$ cat src/inc/rx_cfg_defines.svh
// offsets, field positions, masks and reset values of the receive-path bank
`ifndef RX_CFG_DEFINES_SVH
`define RX_CFG_DEFINES_SVH

`define RX_ADDR_FILTER_QUALITY_TRIM 6'h11
`define RX_ADDR_LOG_AMP_ADJUST 6'h12
`define RX_ADDR_GAIN_SCALING_CTRL 6'h13
`define RX_ADDR_DEVICE_CTRL_THREE 6'h14

`define RX_RESET_FILTER_QUALITY_TRIM 8'h00
`define RX_RESET_LOG_AMP_ADJUST 8'h00
`define RX_RESET_GAIN_SCALING_CTRL 8'h00
`define RX_RESET_DEVICE_CTRL_THREE 8'h00

`define RX_MASK_FILTER_QUALITY_TRIM 8'h3F
`define RX_MASK_LOG_AMP_ADJUST 8'hFF
`define RX_MASK_GAIN_SCALING_CTRL 8'hF7
`define RX_MASK_DEVICE_CTRL_THREE 8'hFF

`define RX_QSEL_MSB 5
`define RX_QSEL_LSB 4
`define RX_TRIM_MSB 3
`define RX_TRIM_LSB 0
`define RX_AMP_OVR_BIT 7
`define RX_SLOPE_MSB 6
`define RX_SLOPE_LSB 4
`define RX_INTERCEPT_MSB 3
`define RX_INTERCEPT_LSB 0
`define RX_FIRST_DIS_BIT 7
`define RX_LAST_DIS_BIT 6
`define RX_SCALE_BIT 2
`define RX_GAIN_MSB 1
`define RX_GAIN_LSB 0

`endif

$ cat src/inc/rx_cfg_pkg.sv
// types shared by the receive-path configuration bank
package rx_cfg_pkg;
    typedef logic [5:0] reg_addr_t;
    typedef logic [7:0] reg_byte_t;
    typedef logic [6:0] freq_code_t;
    typedef logic [3:0] nibble_t;
    typedef logic [2:0] q_value_t;
    typedef logic [5:0] gain_x2_t;
endpackage : rx_cfg_pkg

$ cat src/inc/rx_cfg_if.sv
// register fields out to the decoder and decoded settings back
`timescale 1ns/1ps
interface rx_cfg_if;
    logic [5:0] freq_code;
    logic highpass;
    logic trim_ovr;
    rx_cfg_pkg::nibble_t trim;
    logic [1:0] q_sel;
    logic amp_ovr;
    logic [2:0] slope;
    rx_cfg_pkg::nibble_t intercept;
    logic scale;
    logic [1:0] gain_sel;
    rx_cfg_pkg::freq_code_t eff_freq;
    logic q_active;
    rx_cfg_pkg::q_value_t q_value;
    rx_cfg_pkg::nibble_t eff_slope_code;
    rx_cfg_pkg::nibble_t eff_intercept;
    rx_cfg_pkg::gain_x2_t gain_x2;
    modport bank (output freq_code, highpass, trim_ovr, trim, q_sel, amp_ovr,
        slope, intercept, scale, gain_sel, input eff_freq, q_active, q_value,
        eff_slope_code, eff_intercept, gain_x2);
    modport dec (input freq_code, highpass, trim_ovr, trim, q_sel, amp_ovr,
        slope, intercept, scale, gain_sel, output eff_freq, q_active, q_value,
        eff_slope_code, eff_intercept, gain_x2);
endinterface : rx_cfg_if

$ cat src/core/rx_path_cfg_regs.sv
// receive-path configuration register bank with decoded settings
`timescale 1ns/1ps
`include "rx_cfg_defines.svh"
module rx_path_cfg_regs #(
    parameter logic [3:0] FACTORY_TRIM = 4'h0,
    parameter logic [2:0] FACTORY_SLOPE = 3'h0,
    parameter logic [3:0] FACTORY_INTERCEPT = 4'h0
) (
    input wire logic core_clk,
    input wire logic arst_n,
    input wire logic clk_en,
    input wire logic reg_wr,
    input wire logic reg_rd,
    input wire rx_cfg_pkg::reg_addr_t reg_addr,
    input wire rx_cfg_pkg::reg_byte_t reg_wdata,
    output rx_cfg_pkg::reg_byte_t reg_rdata,
    output logic reg_rvalid,
    input wire logic highpass_select,
    input wire logic trim_override_enable,
    input wire logic [5:0] filter_frequency_code,
    output rx_cfg_pkg::freq_code_t effective_freq_code,
    output logic quality_active,
    output rx_cfg_pkg::q_value_t quality_value,
    output rx_cfg_pkg::nibble_t slope_code,
    output rx_cfg_pkg::nibble_t intercept_code,
    output rx_cfg_pkg::gain_x2_t preamp_gain_x2,
    output logic scale_5v_select,
    output logic first_stage_enable,
    output logic last_stage_enable,
    output rx_cfg_pkg::reg_byte_t device_control_three
);
    rx_cfg_pkg::reg_byte_t fqt_reg, fqt_next;
    rx_cfg_pkg::reg_byte_t laa_reg, laa_next;
    rx_cfg_pkg::reg_byte_t gsc_reg, gsc_next;
    rx_cfg_pkg::reg_byte_t dc3_reg, dc3_next;
    rx_cfg_pkg::reg_byte_t rdata_reg, rdata_next;
    logic rvalid_reg, rvalid_next;
    rx_cfg_pkg::freq_code_t freq_reg, freq_next;
    logic qact_reg, qact_next;
    rx_cfg_pkg::q_value_t qval_reg, qval_next;
    rx_cfg_pkg::nibble_t slope_reg, slope_next;
    rx_cfg_pkg::nibble_t icpt_reg, icpt_next;
    rx_cfg_pkg::gain_x2_t gain_reg, gain_next;

    rx_cfg_if cfg ();

    assign cfg.freq_code = filter_frequency_code;
    assign cfg.highpass = highpass_select;
    assign cfg.trim_ovr = trim_override_enable;
    assign cfg.trim = fqt_reg[`RX_TRIM_MSB:`RX_TRIM_LSB];
    assign cfg.q_sel = fqt_reg[`RX_QSEL_MSB:`RX_QSEL_LSB];
    assign cfg.amp_ovr = laa_reg[`RX_AMP_OVR_BIT];
    assign cfg.slope = laa_reg[`RX_SLOPE_MSB:`RX_SLOPE_LSB];
    assign cfg.intercept = laa_reg[`RX_INTERCEPT_MSB:`RX_INTERCEPT_LSB];
    assign cfg.scale = gsc_reg[`RX_SCALE_BIT];
    assign cfg.gain_sel = gsc_reg[`RX_GAIN_MSB:`RX_GAIN_LSB];

    rx_setting_decode #(
        .FACTORY_TRIM(FACTORY_TRIM),
        .FACTORY_SLOPE(FACTORY_SLOPE),
        .FACTORY_INTERCEPT(FACTORY_INTERCEPT)
    ) u_decode (
        .cfg(cfg)
    );

    // register file: write decode, masked storage, registered read
    always_comb begin
        fqt_next = fqt_reg;
        laa_next = laa_reg;
        gsc_next = gsc_reg;
        dc3_next = dc3_reg;
        rdata_next = rdata_reg;
        rvalid_next = 1'b0;
        if (reg_wr) begin
            case (reg_addr)
                // read-only reserved bits never store
                `RX_ADDR_FILTER_QUALITY_TRIM:
                    fqt_next = reg_wdata & `RX_MASK_FILTER_QUALITY_TRIM;
                `RX_ADDR_LOG_AMP_ADJUST:
                    laa_next = reg_wdata & `RX_MASK_LOG_AMP_ADJUST;
                `RX_ADDR_GAIN_SCALING_CTRL:
                    gsc_next = reg_wdata & `RX_MASK_GAIN_SCALING_CTRL;
                `RX_ADDR_DEVICE_CTRL_THREE:
                    dc3_next = reg_wdata & `RX_MASK_DEVICE_CTRL_THREE;
                default: ;
            endcase
        end
        if (reg_rd) begin
            rvalid_next = 1'b1;
            // unmapped addresses read zero, not stale data
            case (reg_addr)
                `RX_ADDR_FILTER_QUALITY_TRIM: rdata_next = fqt_reg;
                `RX_ADDR_LOG_AMP_ADJUST: rdata_next = laa_reg;
                `RX_ADDR_GAIN_SCALING_CTRL: rdata_next = gsc_reg;
                `RX_ADDR_DEVICE_CTRL_THREE: rdata_next = dc3_reg;
                default: rdata_next = 8'h00;
            endcase
        end
    end

    always_ff @(posedge core_clk or negedge arst_n) begin
        if (!arst_n) begin
            fqt_reg <= `RX_RESET_FILTER_QUALITY_TRIM;
            laa_reg <= `RX_RESET_LOG_AMP_ADJUST;
            gsc_reg <= `RX_RESET_GAIN_SCALING_CTRL;
            dc3_reg <= `RX_RESET_DEVICE_CTRL_THREE;
            rdata_reg <= 8'h00;
            rvalid_reg <= 1'b0;
        end else if (clk_en) begin
            fqt_reg <= fqt_next;
            laa_reg <= laa_next;
            gsc_reg <= gsc_next;
            dc3_reg <= dc3_next;
            rdata_reg <= rdata_next;
            rvalid_reg <= rvalid_next;
        end
    end

    // decoded settings registered so analog controls change glitch-free
    always_comb begin
        freq_next = cfg.eff_freq;
        qact_next = cfg.q_active;
        qval_next = cfg.q_value;
        slope_next = cfg.eff_slope_code;
        icpt_next = cfg.eff_intercept;
        gain_next = cfg.gain_x2;
    end

    always_ff @(posedge core_clk or negedge arst_n) begin
        if (!arst_n) begin
            freq_reg <= 7'h00;
            qact_reg <= 1'b1;
            qval_reg <= 3'h4;
            slope_reg <= 4'h0;
            icpt_reg <= 4'h0;
            gain_reg <= 6'h1E;
        end else if (clk_en) begin
            freq_reg <= freq_next;
            qact_reg <= qact_next;
            qval_reg <= qval_next;
            slope_reg <= slope_next;
            icpt_reg <= icpt_next;
            gain_reg <= gain_next;
        end
    end

    assign reg_rdata = rdata_reg;
    assign reg_rvalid = rvalid_reg;
    assign effective_freq_code = freq_reg;
    assign quality_active = qact_reg;
    assign quality_value = qval_reg;
    assign slope_code = slope_reg;
    assign intercept_code = icpt_reg;
    assign preamp_gain_x2 = gain_reg;
    assign scale_5v_select = gsc_reg[`RX_SCALE_BIT];
    assign first_stage_enable = ~gsc_reg[`RX_FIRST_DIS_BIT];
    assign last_stage_enable = ~gsc_reg[`RX_LAST_DIS_BIT];
    assign device_control_three = dc3_reg;

    chk_write_readback: assert property (
        @(posedge core_clk) disable iff (!arst_n)
        clk_en && reg_wr && reg_addr == `RX_ADDR_LOG_AMP_ADJUST && !reg_rd
        ##1 clk_en && reg_rd && reg_addr == `RX_ADDR_LOG_AMP_ADJUST
        |=> reg_rvalid && reg_rdata == $past(reg_wdata, 2))
        else $error("readback differs from written value");

    chk_reserved_zero: assert property (
        @(posedge core_clk) disable iff (!arst_n)
        fqt_reg[7:6] == 2'h0 && gsc_reg[3] == 1'b0)
        else $error("read-only reserved bit became set");

    chk_quality_gate: assert property (
        @(posedge core_clk) disable iff (!arst_n)
        clk_en |=> quality_active == !$past(highpass_select))
        else $error("quality active does not follow filter path");

    chk_quality_map: assert property (
        @(posedge core_clk) disable iff (!arst_n)
        clk_en && fqt_reg[5:4] == 2'h2 |=> quality_value == 3'h2)
        else $error("quality code two did not give Q of two");

    chk_trim_sum: assert property (
        @(posedge core_clk) disable iff (!arst_n)
        clk_en && trim_override_enable
        |=> effective_freq_code == {1'b0, $past(filter_frequency_code)}
            + {3'h0, $past(fqt_reg[3:0])})
        else $error("trim not added to frequency code");

    chk_factory_trim: assert property (
        @(posedge core_clk) disable iff (!arst_n)
        clk_en && !trim_override_enable
        |=> effective_freq_code == {1'b0, $past(filter_frequency_code)}
            + {3'h0, FACTORY_TRIM})
        else $error("factory trim not used without override");

    chk_amp_factory: assert property (
        @(posedge core_clk) disable iff (!arst_n)
        clk_en && !laa_reg[7] |=> intercept_code == FACTORY_INTERCEPT
            && slope_code[2:0] == FACTORY_SLOPE)
        else $error("factory amplifier values not used");

    chk_slope_scale: assert property (
        @(posedge core_clk) disable iff (!arst_n)
        clk_en && laa_reg[7]
        |=> slope_code == {$past(gsc_reg[2]), $past(laa_reg[6:4])})
        else $error("slope code not paired with scaling");

    chk_stage_disable: assert property (
        @(posedge core_clk) disable iff (!arst_n)
        clk_en && reg_wr && reg_addr == `RX_ADDR_GAIN_SCALING_CTRL
        |=> first_stage_enable == !$past(reg_wdata[7])
            && last_stage_enable == !$past(reg_wdata[6]))
        else $error("stage enable does not follow write");

    chk_gain_map: assert property (
        @(posedge core_clk) disable iff (!arst_n)
        clk_en && gsc_reg[1:0] == 2'h3 |=> preamp_gain_x2 == 6'h19)
        else $error("gain code three did not give 12.5");

    chk_freeze_hold: assert property (
        @(posedge core_clk) disable iff (!arst_n)
        !clk_en |=> $stable(fqt_reg) && $stable(gsc_reg)
            && $stable(reg_rvalid))
        else $error("state moved while clock enable low");
endmodule : rx_path_cfg_regs

$ cat src/core/rx_setting_decode.sv
// combinational decode of register fields into effective analog settings
`timescale 1ns/1ps
module rx_setting_decode #(
    parameter logic [3:0] FACTORY_TRIM = 4'h0,
    parameter logic [2:0] FACTORY_SLOPE = 3'h0,
    parameter logic [3:0] FACTORY_INTERCEPT = 4'h0
) (
    rx_cfg_if.dec cfg
);
    rx_cfg_pkg::nibble_t trim_used;

    always_comb begin
        // factory trim unless the override is set
        trim_used = cfg.trim_ovr ? cfg.trim : FACTORY_TRIM;
        // sum kept one bit wider so a large trim cannot wrap
        cfg.eff_freq = {1'b0, cfg.freq_code} + {3'h0, trim_used};
        // quality only meaningful on the bandpass path
        cfg.q_active = ~cfg.highpass;
        case (cfg.q_sel)
            2'h0: cfg.q_value = 3'h4;
            2'h1: cfg.q_value = 3'h5;
            2'h2: cfg.q_value = 3'h2;
            default: cfg.q_value = 3'h3;
        endcase
        // slope meaning depends on output scaling
        cfg.eff_slope_code = {cfg.scale,
            cfg.amp_ovr ? cfg.slope : FACTORY_SLOPE};
        cfg.eff_intercept = cfg.amp_ovr ? cfg.intercept
                                        : FACTORY_INTERCEPT;
        // gain in half-steps so 12.5 stays an integer
        case (cfg.gain_sel)
            2'h0: cfg.gain_x2 = 6'h1E;
            2'h1: cfg.gain_x2 = 6'h14;
            2'h2: cfg.gain_x2 = 6'h28;
            default: cfg.gain_x2 = 6'h19;
        endcase
    end
endmodule : rx_setting_decode

$ cat config.mk
export PLATFORM = sky130hd
export DESIGN_NAME = rx_path_cfg_regs
export DESIGN_NICKNAME = d
export VERILOG_FILES = /design/src/inc/rx_cfg_pkg.sv /design/src/inc/rx_cfg_if.sv /design/src/core/rx_path_cfg_regs.sv /design/src/core/rx_setting_decode.sv
export VERILOG_INCLUDE_DIRS = /design/src /design/src/inc
export SDC_FILE = /design/constraint.sdc
export NUM_CORES = 1
export LEC_CHECK = 0
export BUFFER_PORTS_ARGS = -buffer_cell sky130_fd_sc_hd__buf_2
export CAP_MARGIN = 40
export CORE_MARGIN = 2
export CORE_UTILIZATION = 50
export CTS_BUF_LIST = sky130_fd_sc_hd__clkbuf_2
export DETAILED_ROUTE_END_ITERATION = 8
export GPL_ROUTABILITY_DRIVEN = 0
export PLACE_DENSITY = 0.74
export SKIP_CTS_REPAIR_TIMING = 1
export SYNTH_ARGS = -nofsm -noshare
export SYNTH_HDL_FRONTEND = slang
export SYNTH_HIERARCHICAL = 1
export SYNTH_SLANG_ARGS = --single-unit
$ cat constraint.sdc
create_clock -name core_clk -period 1.9 [get_ports core_clk]
set_input_delay 0 -clock core_clk [delete_from_list [all_inputs] [get_ports core_clk]]
set_output_delay 0 -clock core_clk [all_outputs]
set_load 0.01 [all_outputs]
==> reports/metrics.yaml <==
hold_path:
  hp-class: "primary input to asynchronous set/reset pin"
setup_path:
  cp-end-kind: "flop"
  cp-start-kind: "flop"
  path_class: "flop to flop"
  worstPathArrival_ps: 2190
  worstPathRequired_ps: 2280
  critPathMaxFanout: 3
synth:
  async_flop_share: 1.00
  syn_area_mm2: 0.00295
  synth_cell_types: 34
  ys_seq_area_frac: 0.537
  syn_area_per_cell_um2: 13.1
  yosys_most_used_dff: "dfrtp_1"
  yosysWarnings: 6
  synthesis.nets: 257
  synth_edf_count: 0
  syn_inst: 225
  ys_ff_latch: 63
global_routing:
  grt_overflow: 0
  grt_start_max_net_pins: 41
  grt_util_all_layers: 0.211
  grt_pass1_wl_um: 10200
  grt_pass1_vias: 2060
  antenna_found_initial: 0
clock_network:
  cts_root_buffer: "clkbuf_2"
  path_clk_slew_ps: 180
  insertion_delay_ps: 490
  cts_tree: "built"
  htreeDepth: 3
  cts_sinks: 63
  clockBufferDepth: 2
  cts_buffers: 9
timing:
  fin_setup_tns_ps: 0
  hold_viol: 0
  slew_violations: 0
  fmax_ghz: 0.551
  clock-skew-final_ps: 19.0
  maxSlewHeadroom: 0.620
  post-route-min-period_ps: 1810
  fin_crit_sh: 0.954
  worstMarginPinSlew_ps: 570
  setup_violations: 0
pwr:
  p_int_uw: 2090
  total_power_uw: 2830
  leakagePower_uw: 0.00190
  p_switching_uw: 735
  switching_share: 0.260
  clkPwrFrac: 0.321
  peakVddDrop_mv: 0.342
  power_frac_seq: 0.534
  powerDensity_mw_per_mm2: 757
  combPwrFrac: 0.145
routing:
  top_layer_used: "met4"
  ant_nets: 0
  drtPass1Iterations: 4
  drtIter0Drc: 109
  wl_met1_um: 2770
  vias: 2091
  wire_per_inst_um: 16.0
  wl_met2_um: 3070
  met3_length_um: 385
  routed_wirelength_um: 6360
  drc_errors: 0
  avgViaCountPerCell: 5.25
floorplanning:
  core_mm2: 0.00561
  fp.dieW_um: 80.8
  io_pins: 72
  initial_utilization: 0.526
  num_rows: 27
  fp.dieArea_mm2: 0.00653
  die_h_um: 80.8
final_layout:
  final-seq-area_mm2: 0.00158
  final_cell_mix: "buf_2 (71), dfrtp_1 (57), mux2_2 (53)"
  antenna_cells: 0
  area_delta_synth_final_pct: 26.4
  drive_above_1_share: 0.503
  multi_input_area_mm2: 0.00128
  fin_cells: 398
  fin_area_mm2: 0.00373
  nFillCells: 457
  final_common_cell: "buf_2"
  nNetsFinal: 353
  final_util: 0.665
placement:
  placed_cell_area_mm2: 0.00342
  hpwl_um: 4600
  dp.cells: 366
  io_buffers: 71
status:
  outcome: "complete, no violations"
flow_run:
  maxCapViolations: 0
==> layout make-up <==
| class | count | area share |
|---|---|---|
| multi-input combinational | 137 | 0.344 |
| clock buffer | 11 | 0.0148 |
| sequential | 63 | 0.425 |
| clock inverter | 5 | 0.0195 |
| tap | 72 | 0.0241 |
| inverter | 14 | 0.0141 |
| timing repair buffer | 96 | 0.159 |
==> power by group through the flow <==
stage / logic, uW / clock network, uW / registers, uW
final: 409 / 906 / 1510
after global routing: 452 / 996 / 1520
after CTS: 386 / 924 / 1510
after detailed placement: 384 / 0 / 1540
after global placement: 373 / 0 / 1530
after floorplan: 188 / 0 / 1550
==> cell usage after synthesis, drive strengths merged (4+ instances only) <==
master	instances	share of area
mux2i	5	0.017
and2	11	0.023
nand2	7	0.0089
ha	4	0.017
mux2	54	0.21
buf	4	0.0089
o22ai	5	0.011
dfrtp	57	0.48
nor2b	4	0.0085
dfstp	6	0.053
clkbuf	7	0.0089
a22oi	5	0.013
o21ai	4	0.0068
a22o	9	0.027
inv	14	0.018
==> critical path, cell delays in order (launching register included) <==
cell	delay [ps]
dfrtp_1	390
and2_4	150
ha_4	120
inv_1	60
fa_2	390
nor2b_1	120
o21ai_1	70
nand2b_1	100
xor2_1	70
mux2_4	250
==> kinds of logic after synthesis <==
group | synth area share
buffers and inverters | 0.0356
muxes | 0.223
and+or+nand+nor | 0.0916
AOI/OAI and AO/OA | 0.0746
DFF | 0.537
adders and majority gates | 0.0237
xor gates and xnor gates | 0.0148
==> worst paths after layout <==
check / from / endpoint / slack (ps) / cells past startpoint
max: fqt_reg[0]$_DFFE_PN0P_ / effective_freq_code[4]$_DFFE_PN0P_ / 90 / 9
min in group core_clk: reg_addr[0] / reg_rdata[6]$_DFFE_PN0P_ / 30 / 4
min: arst_n / preamp_gain_x2[5]$_DFFE_PN0P_ / 10 / 2
max reg2reg: fqt_reg[0]$_DFFE_PN0P_ / effective_freq_code[4]$_DFFE_PN0P_ / 90 / 9
max in group asynchronous: arst_n / preamp_gain_x2[2]$_DFFE_PN1P_ / 1230 / 3
min reg2reg: reg_rdata[7]$_DFFE_PN0P_ / reg_rdata[7]$_DFFE_PN0P_ / 510 / 2
==> stage by stage <==
stage          hold WS, ps  worst slack, ps
2_1_floorplan         -296              184
3_3_place_gp          13.5              131
3_5_place_dp          19.6             74.4
4_1_cts               -553             53.2
5_1_grt               36.8            -4.09
6_report              9.70             86.6
==> routing by layer <==
metal / up-vias / track usage
li1: 996 / -
met1: 1018 / 0.281
met2: 65 / 0.328
met3: 12 / 0.0456
met4: 0 / 0.108
met5: - / 0
No activity file was read; power rests on OpenSTA's default activity.
